$ cat config.mk
export PLATFORM = sky130hd
export DESIGN_NAME = dmc_dram_map_regs
export DESIGN_NICKNAME = d
export VERILOG_FILES = /design/src/hdl/dmc_pkg.sv /design/src/hdl/dmc_start_delay.sv /design/src/hdl/dmc_dram_map_regs.sv
export SDC_FILE = /design/constraint.sdc
export NUM_CORES = 1
export LEC_CHECK = 0
export BUFFER_PORTS_ARGS = -buffer_cell sky130_fd_sc_hd__clkbuf_2
export CAP_MARGIN = 10
export CORE_AREA = 2 2 85 87
export DETAILED_ROUTE_END_ITERATION = 8
export DIE_AREA = 0 0 87 89
export GPL_TIMING_DRIVEN = 0
export HOLD_SLACK_MARGIN = 0.05
export PLACE_DENSITY = 0.66
export SLEW_MARGIN = 20
export SYNTH_ARGS = -nofsm -noshare
export SYNTH_HDL_FRONTEND = slang
export SYNTH_SLANG_ARGS = --single-unit
$ cat constraint.sdc
create_clock -name clk_sys -period 4.2 [get_ports clk_sys]
set_input_delay 0.21 -clock clk_sys [delete_from_list [all_inputs] [get_ports clk_sys]]
set_output_delay 0.21 -clock clk_sys [all_outputs]
set_load 0.1 [all_outputs]
$ cat src/hdl/dmc_pkg.sv
// Package: register indices, field positions, reset values of non-strapped bits and timing for the DRAM map block
package dmc_pkg;
	// Register indices behind the data port
	localparam logic [7:0] DMC_DATA_PORT    = 8'hed;
	localparam logic [7:0] DMC_IDX_MAP      = 8'h03;
	localparam logic [7:0] DMC_IDX_CTRL     = 8'h05;
	// Map register fields
	localparam int         DMC_MAP_LARGE    = 7;
	localparam int         DMC_MAP_ROM_HI   = 6;
	localparam int         DMC_MAP_ROM_LO   = 5;
	localparam int         DMC_MAP_REMAP    = 4;
	localparam int         DMC_MAP_CODE_LSB = 0;
	localparam int         DMC_MAP_CODE_W   = 4;
	// Control register fields
	localparam int         DMC_CTL_WAKE     = 7;
	localparam int         DMC_CTL_DELAY    = 6;
	// Reset values of non-strapped bits
	localparam logic       DMC_RST_LARGE    = 1'b0;
	localparam logic       DMC_RST_WAKE     = 1'b0;
	localparam logic       DMC_RST_DELAY    = 1'b0;
	localparam logic [5:0] DMC_RST_CTL_LOW  = 6'h00;
	// Start delay in double-rate clock periods
	localparam int         DMC_START_DLY    = 2;
	// Memory boundaries in 64 KB units
	localparam logic [7:0] DMC_VID_ROM_SEG  = 8'h0c;
	localparam logic [7:0] DMC_SYS_ROM_SEG  = 8'h0e;
	localparam logic [7:0] DMC_REMAP_SIZE   = 8'h06;
	localparam logic [7:0] DMC_REMAP_BASE   = 8'h0a;
	// Cycle start states
	typedef enum logic [2:0] {
		DMC_ST_IDLE = 3'b001,
		DMC_ST_WAIT = 3'b010,
		DMC_ST_GO   = 3'b100
	} dmc_start_e;
endpackage

$ cat src/hdl/dmc_start_delay.sv
// Cycle start delay: optional two double-rate clock delay after the address strobe
`timescale 1ns/1ps
module dmc_start_delay
	import dmc_pkg::*;
#(
	parameter int DELAY_TICKS = DMC_START_DLY
) (
	// Clock and reset
	input  wire logic clk_sys,
	input  wire logic rst,
	// Control
	input  wire logic dbl_clk_en,
	input  wire logic delay_on,
	input  wire logic mem_read_miss,
	input  wire logic strobe_rise,
	// Result
	output logic      cycle_start
);
	// The down counter is three bits wide, so longer delays cannot be served
	if (DELAY_TICKS < 1 || DELAY_TICKS > 7) begin : dly_range_bad
		$error("DELAY_TICKS out of range");
	end

	dmc_start_e state_reg;
	dmc_start_e state_next;
	logic [2:0] count_reg;
	logic [2:0] count_next;
	logic       start_reg;
	logic       start_next;

	always_comb begin
		state_next = state_reg;
		count_next = count_reg;
		start_next = 1'b0;
		case (state_reg)
			DMC_ST_IDLE: begin
				if (strobe_rise) begin
					if (delay_on && mem_read_miss) begin
						state_next = DMC_ST_WAIT;
						count_next = 3'(DELAY_TICKS);
					end else begin
						start_next = 1'b1;
					end
				end
			end
			DMC_ST_WAIT: begin
				if (dbl_clk_en) begin
					count_next = count_reg - 3'h1;
					if (count_reg == 3'h1) begin
						state_next = DMC_ST_GO;
					end
				end
			end
			DMC_ST_GO: begin
				start_next = 1'b1;
				state_next = DMC_ST_IDLE;
			end
			default: state_next = DMC_ST_IDLE;
		endcase
	end

	always_ff @(posedge clk_sys) begin
		if (rst) begin
			state_reg <= DMC_ST_IDLE;
			count_reg <= 3'h0;
			start_reg <= 1'b0;
		end else begin
			state_reg <= state_next;
			count_reg <= count_next;
			start_reg <= start_next;
		end
	end

	assign cycle_start = start_reg;
endmodule

$ cat src/hdl/dmc_dram_map_regs.sv
// DRAM map and control configuration registers with decode outputs
//
// Overview of operation
// - Large-bank bit set means 512Kx8 parts fitted
// - ROM move bits relocate video and system ROM
// - ROM move bits load from straps 8, 7
// - Remap bit moves 384K above map top
// - Remap honoured only for 1M-4M totals
// - Remap bit loads from strap 4
// - Four-bit map code selects decoding configuration
// - Map code loads from low straps
// - Cache-enable and wake bit select pin role
// - Wake output low during DMA and master cycles
// - Setting cache-enable clears the wake bit
// - Delay bit postpones start two double-rate clocks
// - Delay only on read cache-miss cycles
// - Delay bit resets to zero
`timescale 1ns/1ps
module dmc_dram_map_regs
	import dmc_pkg::*;
#(
	parameter int CLK_DIV = 2
) (
	// Clock and reset
	input  wire logic       clk_sys,
	input  wire logic       rst,
	// Strap lines sampled as reset releases
	input  wire logic       strap_line_8,
	input  wire logic       strap_line_7,
	input  wire logic       strap_line_4,
	input  wire logic [3:0] strap_lines_low,
	// Configuration port access
	input  wire logic       idx_wr,
	input  wire logic       data_wr,
	input  wire logic       data_rd,
	input  wire logic [7:0] wr_data,
	output logic      [7:0] rd_data,
	// Miscellaneous register cache-enable bit and its write strobe
	input  wire logic       cache_feature_on,
	input  wire logic       cache_feature_set,
	// Installed memory in megabytes
	input  wire logic [4:0] total_mem_mb,
	// Cycle information
	input  wire logic       dma_or_master,
	input  wire logic       addr_strobe_rise,
	input  wire logic       mem_read_miss,
	// Address decode
	input  wire logic [7:0] addr_seg,
	output logic            rom_on_board,
	output logic            rom_to_slot,
	output logic [7:0]      remap_seg,
	output logic            remap_hit,
	// Configuration outputs
	output logic            large_bank_option,
	output logic [3:0]      memory_map_code,
	output logic            remap_active,
	// Shared wake / miss pin
	output logic            wake_out,
	output logic            wake_oe,
	output logic            cycle_start
);
	import dmc_pkg::*;

	// The divider counts in eight bits
	if (CLK_DIV < 1 || CLK_DIV > 255) begin : div_range_bad
		$error("CLK_DIV out of range");
	end

	////////////////////////////////////////////////////////////////////////////
	// Register state
	logic [7:0] index_reg;
	logic [7:0] index_next;
	logic [7:0] map_reg;
	logic [7:0] map_next;
	logic [7:0] ctl_reg;
	logic [7:0] ctl_next;
	logic       strap_pend_reg;
	logic       strap_pend_next;
	logic [7:0] rd_reg;
	logic [7:0] rd_next;

	// Straps are caught on the first clock after reset, never under it
	always_comb begin
		index_next      = index_reg;
		map_next        = map_reg;
		ctl_next        = ctl_reg;
		strap_pend_next = 1'b0;
		rd_next         = rd_reg;
		if (strap_pend_reg) begin
			map_next[DMC_MAP_ROM_HI] = strap_line_8;
			map_next[DMC_MAP_ROM_LO] = strap_line_7;
			map_next[DMC_MAP_REMAP]  = strap_line_4;
			map_next[DMC_MAP_CODE_LSB +: DMC_MAP_CODE_W] = strap_lines_low;
		end
		if (idx_wr) begin
			index_next = wr_data;
		end
		if (data_wr) begin
			if (index_reg == DMC_IDX_MAP) begin
				map_next = wr_data;
			end else if (index_reg == DMC_IDX_CTRL) begin
				ctl_next = wr_data;
			end
		end
		// Cache-enable write wins over a simultaneous wake write
		if (cache_feature_set) begin
			ctl_next[DMC_CTL_WAKE] = 1'b0;
		end
		if (data_rd) begin
			case (index_reg)
				DMC_IDX_MAP:  rd_next = map_reg;
				DMC_IDX_CTRL: rd_next = ctl_reg;
				default:      rd_next = 8'h00;
			endcase
		end
	end

	always_ff @(posedge clk_sys) begin
		if (rst) begin
			index_reg      <= 8'h00;
			map_reg        <= {DMC_RST_LARGE, 7'h00};
			ctl_reg        <= {DMC_RST_WAKE, DMC_RST_DELAY, DMC_RST_CTL_LOW};
			strap_pend_reg <= 1'b1;
			rd_reg         <= 8'h00;
		end else begin
			index_reg      <= index_next;
			map_reg        <= map_next;
			ctl_reg        <= ctl_next;
			strap_pend_reg <= strap_pend_next;
			rd_reg         <= rd_next;
		end
	end

	////////////////////////////////////////////////////////////////////////////
	// Decode of map settings
	logic       remap_ok;
	logic       rom_hit_vid;
	logic       rom_hit_sys;
	logic [7:0] map_top_seg;
	logic       dec_vid_next;
	logic       dec_slot_next;
	logic       dec_rem_next;
	logic       dec_ok_next;
	logic [7:0] dec_seg_next;
	logic       dec_vid_reg;
	logic       dec_slot_reg;
	logic       dec_rem_reg;
	logic       dec_ok_reg;
	logic [7:0] dec_seg_reg;

	always_comb begin
		// Totals other than whole 1M to 4M cannot take the remap
		remap_ok    = (total_mem_mb >= 5'd1) && (total_mem_mb <= 5'd4);
		map_top_seg = 8'({total_mem_mb, 4'h0});
		rom_hit_vid = (addr_seg == DMC_VID_ROM_SEG);
		rom_hit_sys = (addr_seg == DMC_SYS_ROM_SEG);
		dec_ok_next   = map_reg[DMC_MAP_REMAP] && remap_ok;
		dec_vid_next  = rom_hit_vid && (map_reg[DMC_MAP_ROM_HI] || map_reg[DMC_MAP_ROM_LO]);
		dec_slot_next = rom_hit_sys && (map_reg[DMC_MAP_ROM_HI] || map_reg[DMC_MAP_ROM_LO]);
		// Remap window sits just above the top of installed memory (total_mem_mb)
		dec_rem_next  = dec_ok_next && (addr_seg >= map_top_seg)
			&& (addr_seg < 8'(map_top_seg + DMC_REMAP_SIZE));
		dec_seg_next  = dec_rem_next ? 8'(addr_seg - map_top_seg + DMC_REMAP_BASE) : addr_seg;
	end

	always_ff @(posedge clk_sys) begin
		if (rst) begin
			dec_vid_reg  <= 1'b0;
			dec_slot_reg <= 1'b0;
			dec_rem_reg  <= 1'b0;
			dec_ok_reg   <= 1'b0;
			dec_seg_reg  <= 8'h00;
		end else begin
			dec_vid_reg  <= dec_vid_next;
			dec_slot_reg <= dec_slot_next;
			dec_rem_reg  <= dec_rem_next;
			dec_ok_reg   <= dec_ok_next;
			dec_seg_reg  <= dec_seg_next;
		end
	end

	////////////////////////////////////////////////////////////////////////////
	// Shared pin role and wake drive
	logic wake_role;
	logic pin_out_next;
	logic pin_oe_next;
	logic pin_out_reg;
	logic pin_oe_reg;

	always_comb begin
		// Wake role needs cache-enable clear; the logic gates it with cache_feature_on
		wake_role    = !cache_feature_on && ctl_reg[DMC_CTL_WAKE];
		pin_oe_next  = wake_role;
		// Active wake is high, pulled low through DMA and master cycles
		pin_out_next = wake_role && !dma_or_master;
	end

	always_ff @(posedge clk_sys) begin
		if (rst) begin
			pin_out_reg <= 1'b0;
			pin_oe_reg  <= 1'b0;
		end else begin
			pin_out_reg <= pin_out_next;
			pin_oe_reg  <= pin_oe_next;
		end
	end

	////////////////////////////////////////////////////////////////////////////
	// Double-rate clock enable and cycle start delay
	logic [7:0] div_reg;
	logic [7:0] div_next;
	logic       tick_reg;
	logic       tick_next;

	always_comb begin
		tick_next = (div_reg == 8'(CLK_DIV - 1));
		div_next  = tick_next ? 8'h00 : 8'(div_reg + 8'h01);
	end

	always_ff @(posedge clk_sys) begin
		if (rst) begin
			div_reg  <= 8'h00;
			tick_reg <= 1'b0;
		end else begin
			div_reg  <= div_next;
			tick_reg <= tick_next;
		end
	end

	dmc_start_delay u_start (
		.clk_sys       (clk_sys),
		.rst           (rst),
		.dbl_clk_en    (tick_reg),
		.delay_on      (ctl_reg[DMC_CTL_DELAY]),
		.mem_read_miss (mem_read_miss),
		.strobe_rise   (addr_strobe_rise),
		.cycle_start   (cycle_start)
	);

	////////////////////////////////////////////////////////////////////////////
	// Outputs
	assign rd_data           = rd_reg;
	assign large_bank_option = map_reg[DMC_MAP_LARGE];
	assign memory_map_code   = map_reg[DMC_MAP_CODE_LSB +: DMC_MAP_CODE_W];
	assign remap_active      = dec_ok_reg;
	assign rom_on_board      = dec_vid_reg;
	assign rom_to_slot       = dec_slot_reg;
	assign remap_hit         = dec_rem_reg;
	assign remap_seg         = dec_seg_reg;
	assign wake_out          = pin_out_reg;
	assign wake_oe           = pin_oe_reg;
endmodule

* Yosys cells after proc, flatten, opt, wreduce, memory -nomap -nowiden
Cells that the tools add are included.
Word-level totals: flip-flop bits (word level) 63, bits of input ports 38, output and inout bits 28, logic and storage cells 77
Operators by class: $add $sub $neg 5, magnitude comparators 4, equality and inequality tests 13, mux-type cells 16, bitwise logic cells 1, reductions and logical operators 19
Operators by type and width (number):
- 2-to-1 mux 7 bit | 3
- == test 8 x 4 -> 1 bit, second input constant | 2
- case mux 8 bit (2 select lines) | 1
- 2-to-1 mux 3 bit | 5
- case mux 3 bit (2 select lines) | 2
- logical AND 1 bit | 9
- adder 8 x 1 -> 8 bit, second input constant | 1
- adder 8 x 3 -> 8 bit, second input constant | 1
- adder 8 x 4 -> 8 bit, second input constant | 1
- == test 8 x 1 -> 1 bit, second input constant | 1
- == test 8 x 2 -> 1 bit, second input constant | 1
- == test 8 x 3 -> 1 bit, second input constant | 1
- greater-or-equal comparator 8 bit | 1
- less-than comparator 8 bit | 1
- 2-to-1 mux 8 bit | 1
- AND reduction 4 bit | 2
- subtractor 8 bit | 1
- == test 3 x 1 -> 1 bit, second input constant | 2
- greater-or-equal comparator 5 x 1 -> 1 bit, second input constant | 1
- <= comparator 5 x 3 -> 1 bit, second input constant | 1
- inequality test 2 x 1 -> 1 bit, second input constant | 2
- inequality test 2 bit, second input constant | 2
- OR reduction 2 bit | 2
- == test 3 x 2 -> 1 bit, second input constant | 1
- other kinds (10) | 13

* Depth between registers and ports, before layout
Gate-level depths: netlist (run 1).
depth in word-level cells 6, depth in mapped cells 8, depth with buffers taken out 8

* Hierarchy
A second synthesis (run 1) with hierarchy kept.
Unflattened totals: cells, all modules 319, area, all modules 3016.6 um^2
By module, submodules not included:
- dmc_dram_map_regs | instances 1, cells each 283, area each 2665.1 um^2, sequential area each 1121.1 um^2
- dmc_start_delay | instances 1, cells each 36, area each 351.6 um^2, sequential area each 140.1 um^2

* Worst setup path after synthesis (run 1)
Ideal clock, no wire load.
path type input to register, from in total_mem_mb[0], to reg dec_seg_reg[7] (netlist: remap_seg[7]), setup time 0.060 ns, arrival 1.649 ns, required time 4.140 ns, path slack 2.492 ns, stages 7, buffers on the path 0, cells stage by stage inv_1 -> ha_1 -> fa_1 -> nand4b_1 -> o21bai_1 -> nor3_1 -> a41o_1
Between the ends: cells in the longest elaborated chain, start to end 6, elaborated cells on any way between the ends 12, classes of those cells 3 x add/sub; 4 x order compare; 1 x mux; 4 x reduce/logical
Ends and longest elaborated chain:
- start, declared | line dmc_dram_map_regs.sv:42 | input wire logic [4:0] total_mem_mb,
- parallel branches: the longest is 5 deep, another holds adder 8 x 3 -> 8 bit
- 2-to-1 mux 8 bit (*) | line dmc_dram_map_regs.sv:163 | dec_seg_next = dec_rem_next ? 8'(addr_seg - map_top_seg + DMC_REMAP_BASE) : addr_seg;
- end signal, assigned | line dmc_dram_map_regs.sv:178 | dec_seg_reg <= dec_seg_next;
- end, declared | line dmc_dram_map_regs.sv:149 | logic [7:0] dec_seg_reg;
Every way passes the cells marked *. A chain may end at the register's enable or synchronous reset.

* Worst setup path in the final report (run 1)
from in rst, to reg dec_rem_reg (netlist: remap_hit)
RTL lines:
- start, declared | line dmc_dram_map_regs.sv:26 | input wire logic rst,
- end signal, assigned | line dmc_dram_map_regs.sv:176 | dec_rem_reg <= dec_rem_next;
- end, declared | line dmc_dram_map_regs.sv:147 | logic dec_rem_reg;
No word-level cell between the ends.

==> key figures, run 1 <==
Power and ir drop
  • Peak VDD IR: 0.000171 V
  • Power, Total: 0.00138 W
  • Leakage: 1.67 nW
  • Pwr/cell area: between 300 and 400 mW/mm²

Global routing
  • Vias in the first global route: between 2000 and 2500
  • Wire length of the first global-routing pass: ~11000 µm
  • Pin count of the biggest net entering global routing: 12
  • Overall routing resource usage: 19.1%
  • Global route hottest layer: met2
  • Met2 Usage GRT: 29.0%
  • Routing usage on met3: 3.88%
  • Met1 Track Usage GR: 26.9%
  • Initial antenna violation count: 0
  • Remaining Overflow, GRT: 0

Timing
  • Total negative slack: 0 ps
  • Unrepaired setup endpoints after global routing: no
  • Worst slew margin: between 60% and 70%
  • Slew @ Worst Pin: 565 ps
  • Final period utilization: 48.8%
  • # setup viols final: 0
  • Fin crit period: 2050 ps
  • Layout Skew: 5.49 ps
  • Final hold vios: 0
  • Max-slew violation count: 0
  • F_max: 0.488 GHz

Layout
  • Fin cells: around 490
  • Synth-to-Final Area Change: 22.5%
  • Most frequent cells in the layout: clkbuf_2, dfxtp_1, nor2_1, mux2i_1, ha_1
  • Final #Nets: between 400 and 500
  • Ant. Diodes: 0
  • Most common cell after layout, fill and taps aside: clkbuf_2
  • Share of cells above drive strength 1: 22.5%

Critical path
  • Max incr delay on CP: 520 ps
  • Critical Path, Cell by Cell: dlygate4sd3_1 > clkbuf_2 > clkbuf_1 > clkbuf_1 > buf_1 > nor2_1
  • R2r endpoint: map_reg[0]
  • CP Launch Type: input port
  • CP dominant cell by count: clkbuf_1
  • CP max stage cell: dlygate4sd3_1
  • Crit path max fanout: 10
  • Worst Reg-to-Reg Cells: 5
  • Worst EP arrival: 2260 ps
  • CP Class: input port to register
  • R2r startpoint: index_reg[1]
  • FF-to-FF setup slack: 2610 ps
  • CP endpoint kind: register
  • CP required: 4410 ps

Flow run
  • # Max-Cap Violations: 0

Synthesis
  • Number of synthesized flops with an enable pin: 0
  • Synthesized area per cell: between 9 and 10 µm²
  • Seq/Total Area, Yosys: 42.5%
  • Prevailing post-synth register cell: dfxtp_1
  • Post-synthesis register bit count: 63
  • Cell variety after synth: 44
  • Yosys warns: 0
  • Largest area contributor in the netlist: dfxtp_1
  • Synthesized Nets: 377
  • Synthesized area: a little under 0.003 mm²
  • Synth Instances: 321
  • Yosys top cell area share: a little over two fifths
  • Main area contributors after synthesis: dfxtp_1, mux2i_1, ha_1
  • Ys async rst share: 0%

Place
  • Placed cells: 465
  • DP Wirelength: 5130 µm
  • Final GP Congestion: roughly 0.85
  • IO Port Bufs: 64

Drt
  • Initial DRC Count: 83
  • Detailed Routing Iterations Pass 1: 4
  • Post-detailed-route wirelength per cell: 14.2 µm
  • Post-Route WL: 6870 µm
  • Vias: 2482
  • Remaining DRCs: 0
  • Via-to-Cell Ratio: between 5 and 6
  • Routed Antenna Nets: 0

Clock tree
  • CTS root buf: clkbuf_8
  • Clock Path Buffers: 2
  • Worst-path clk slew: approximately 70 ps
  • Postcts setup bufs: 0
  • Clock latency on the worst-skew pair: 340 ps
  • H-tree levels: 3
  • CTS Sinks: between 60 and 70
  • CTS tree: yes
  • TritonCTS buffer count: 9

Floorplanning
  • Initial Utilization: about 44%
  • Die area: 0.00774 mm²
  • Io pins: between 60 and 70
  • Die W: ~87 µm
  • DIE HEIGHT: 89 µm
  • Rows: 30
  • CORE AREA: 0.00672 mm²

Min path
  • Worst hold endpoint: remap_seg[0]
  • Hold WC Path Type: input port to register
  • Hold Path Depth: 2
  • Hold Path Origin: addr_seg[0]

Run status
  • Status: complete, no violations
## synthesized netlist by cell type (5+ instances only)
cell type  instances
a211oi_1          12
a21oi_1           14
a22o_1             8
clkbuf_1           7
dfxtp_1           63
ha_1              16
inv_1             15
mux2i_1           25
nand2_1           11
nand2b_1           9
nand3_1           14
nand4_1            5
nor2_1            50
nor2b_1            7
nor3_1             9
xnor2_1            5
## critical path, delay by kind of cell
kind | cells | cell delay (ps)
buffers and inverters | 5 | 1930
AND/OR/NAND/NOR | 1 | 120
## layout make-up
class | count | area, µm²
Multi-Input combinational cell | 225 | 1560
Inverter | 15 | 56.3
Sequential cell | 63 | 1260
Buffer | 18 | 86.3
Clock inverter | 5 | 56.3
Fill cell | 644 | 3080
Clock buffer | 11 | 151
Tap cell | 80 | 100
Timing Repair Buffer | 68 | 360
## metal layers
layer	wire, µm	share of wire (%)
met1	3390	49
met2	3060	45
met3	332	4.8
met4	86	1.3
met5	0	0
## repair_timing
item | CTS | global route
gates resized for setup | 0 | 0
hold buffers | 4 | 0
endpoints found under the hold margin | 4 | 0
## worst max-delay path by stage
stage / to / start / slack, ps / depth (start not counted)
2_1_floorplan: remap_seg[7] / total_mem_mb[0] / 2490 / 7
4_1_cts: remap_hit / rst / 2080 / 6
3_5_place_dp: remap_seg[6] / total_mem_mb[0] / 2020 / 8
5_1_grt: remap_hit / rst / 1910 / 6
6_report: remap_hit / rst / 2150 / 6
3_3_place_gp: remap_seg[7] / total_mem_mb[0] / 2040 / 8
## report_power, final
part	total, W	internal (W)	switching [W]
clock	0.000543	0.000305	0.000238
sequential	0.000629	0.000616	0.0000123
combinational	0.000212	0.0000709	0.000141
total	0.00138	0.000992	0.000392
## cells by family (layout without fill, tap and decap cells)
| group | Yosys count | count (layout) | share of synthesized area, % |
|---|---|---|---|
| buf+inv | 33 | 117 | 4.81 |
| mux | 26 | 26 | 8.81 |
| flops | 63 | 63 | 42.5 |
| xor+xnor | 9 | 9 | 2.66 |
| simple gates | 123 | 123 | 21.5 |
| compound gates | 49 | 49 | 11.7 |
| fa+ha+maj | 18 | 18 | 8.09 |
## through the flow
step                setup WS (ps)  utilization [%]  hold slack, ps  area (µm²)
finish                       2150             54.1             144        3640
global route                 1910             54.1             137        3640
CTS                          2080             54.1             128        3640
detailed placement           2020             50.4             339        3390
global placement             2040             50.4             329        3390
floorplan                    2490                -             238        2970
(Power assumes the default switching activity.)
==> run 2, diff against run 1 <==
Clock period 4.2 ns to 2 ns, I/O delays scaled along.
==> run 2 against run 1 <==
  * Sequential share of layout area fell by 0.75 points
  * Power grew 110%
  * Sequential power increased by 110%
  * Clock skew hardly changed
  * Critical path depth grew 2
  * Cell count up 1.6%
  * Cell area up 2.2%
  * Clock power is 110% higher
  * Utilization rose by 1.2 points
==> key figures, run 2 (synthesis results as in run 1) <==
Run status
  • Status: complete, no violations

Min path
  • Hold WC Path Type: input port to register

Timing
  • Final hold vios: 0
  • Max-slew violation count: 0
  • # setup viols final: 0
  • Worst slew margin: 62.3%
  • Slew @ Worst Pin: 565 ps
  • F_max: 0.561 GHz
  • Final period utilization: 89.2%
  • Unrepaired setup endpoints after global routing: no
  • Fin crit period: 1780 ps
  • Layout Skew: 5.42 ps

Layout
  • Final #Nets: 464
  • Ant. Diodes: 0
  • Most frequent cells in the layout: clkbuf_2, dfxtp_1, nor2_1, mux2i_1, ha_1
  • Synth-to-Final Area Change: 25.2%
  • Design Area, Final: 0.00372 mm²
  • Most common cell after layout, fill and taps aside: clkbuf_2
  • Share of cells above drive strength 1: 22.0%
  • Final Util: a little under three fifths

Global routing
  • Vias in the first global route: around 2400
  • Wire length of the first global-routing pass: 11600 µm
  • Global route hottest layer: met2
  • Met1 Track Usage GR: 27.0%
  • Remaining Overflow, GRT: 0
  • Pin count of the biggest net entering global routing: 12
  • Initial antenna violation count: 0
  • Met2 Usage GRT: 29.1%
  • Overall routing resource usage: about a fifth
  • Routing usage on met3: just under 4%

Clock tree
  • CTS root buf: clkbuf_8
  • TritonCTS buffer count: 9
  • Worst-path clk slew: 70 ps
  • CTS tree: yes
  • Clock Path Buffers: 2
  • H-tree levels: 3
  • CTS Sinks: 63
  • Clock latency on the worst-skew pair: between 300 and 400 ps
  • Postcts setup bufs: 0

Critical path
  • Critical Path, Cell by Cell: clkbuf_2 > inv_1 > ha_1 > fa_1 > nand4b_1 > o21bai_1 > nor3_1 > a41o_1
  • CP required: between 2000 and 2500 ps
  • CP Class: input port to register
  • Worst EP arrival: 2070 ps
  • Crit path max fanout: 4
  • Max incr delay on CP: about 490 ps
  • CP endpoint kind: register
  • CP max stage cell: nor3_1
  • CP Launch Type: input port

Flow run
  • # Max-Cap Violations: 0

Drt
  • Initial DRC Count: 80
  • Via-to-Cell Ratio: just over 5
  • Vias: ~2500
  • Remaining DRCs: 0
  • Detailed Routing Iterations Pass 1: 4
  • Post-detailed-route wirelength per cell: around 14 µm
  • Routed Antenna Nets: 0
  • Post-Route WL: 6910 µm

Place
  • IO Port Bufs: 64
  • Final GP Congestion: 0.850
  • DP Wirelength: 5130 µm
  • Placed Area: 0.00339 mm²

Power and ir drop
  • Leakage: 1.71 nW
  • Power, Total: 0.00292 W
  • Pwr/cell area: roughly 780 mW/mm²
  • Peak VDD IR: 0.000360 V

Floorplanning
  • DIE HEIGHT: 89 µm
  • CORE AREA: between 0.006 and 0.007 mm²
  • Die W: 87 µm
  • Initial Utilization: 44.2%
  • Io pins: 66
  • Die area: 0.00774 mm²
  • Rows: 30
-- run 2: cell count changes in the layout (fill, tap and decap cells not counted) --
cell,before,now
dlygate4sd3_1,4,12
-- run 2: report_power, final --
| group | leakage (nW) | switching [W] | internal [W] |
|---|---|---|---|
| Combinational | 1.09 | 0.000298 | 0.000158 |
| Clock | 0.105 | 0.000499 | 0.000641 |
| Sequential | 0.514 | 0.0000258 | 0.00129 |
| Total | 1.71 | 0.000823 | 0.00209 |
-- run 2: worst paths after layout --
check / from / endpoint / slack [ps] / cells after the start
max: total_mem_mb[0] / remap_seg[7] / 220 / 8
min: wr_data[2] / ctl_reg[2] / 60 / 3
max reg2reg: index_reg[1] / map_reg[0] / 410 / 5
min reg2reg: rd_data[4] / rd_data[4] / 470 / 2
-- run 2: timing repair --
item	in CTS	in global routing
hold endpoints to repair	14	0
hold buffers	12	0
gates resized for setup	0	0
-- run 2: worst max-delay path, delay by kind of cell --
family | cells | cell delay (ps)
AO/OA/AOI/OAI | 2 | 480
adder cells (fa/ha/maj) | 2 | 590
buffers and inverters | 2 | 160
AND/OR/NAND/NOR | 2 | 730
-- run 2: layer usage --
layer,wire [µm],vias to the layer above
li1,-,1301
met1,3320,1146
met2,3080,69
met3,415,9
met4,86,0
met5,0,-
-- run 2: cell type report --
| cell class | instances | area (µm²) |
|---|---|---|
| Clock inverter | 5 | 56.3 |
| Timing Repair Buffer | 76 | 440 |
| Multi-Input combinational cell | 225 | 1560 |
| Sequential cell | 63 | 1260 |
| Tap cell | 80 | 100 |
| Buffer | 18 | 86.3 |
| Fill cell | 632 | 3000 |
| Clock buffer | 11 | 151 |
| Inverter | 15 | 56.3 |
-- run 2: through the flow --
| step | hold slack (ps) | worst slack [ps] | setup TNS, ps | instances |
|---|---|---|---|---|
| 2_1_floorplan | 128 | 402 | 0 | 321 |
| 3_3_place_gp | 219 | -51.1 | -112 | 465 |
| 3_5_place_dp | 229 | -71.5 | -186 | 465 |
| 4_1_cts | 50.4 | 253 | 0 | 493 |
| 5_1_grt | 70.8 | 136 | 0 | 493 |
| 6_report | 59.1 | 217 | 0 | 493 |
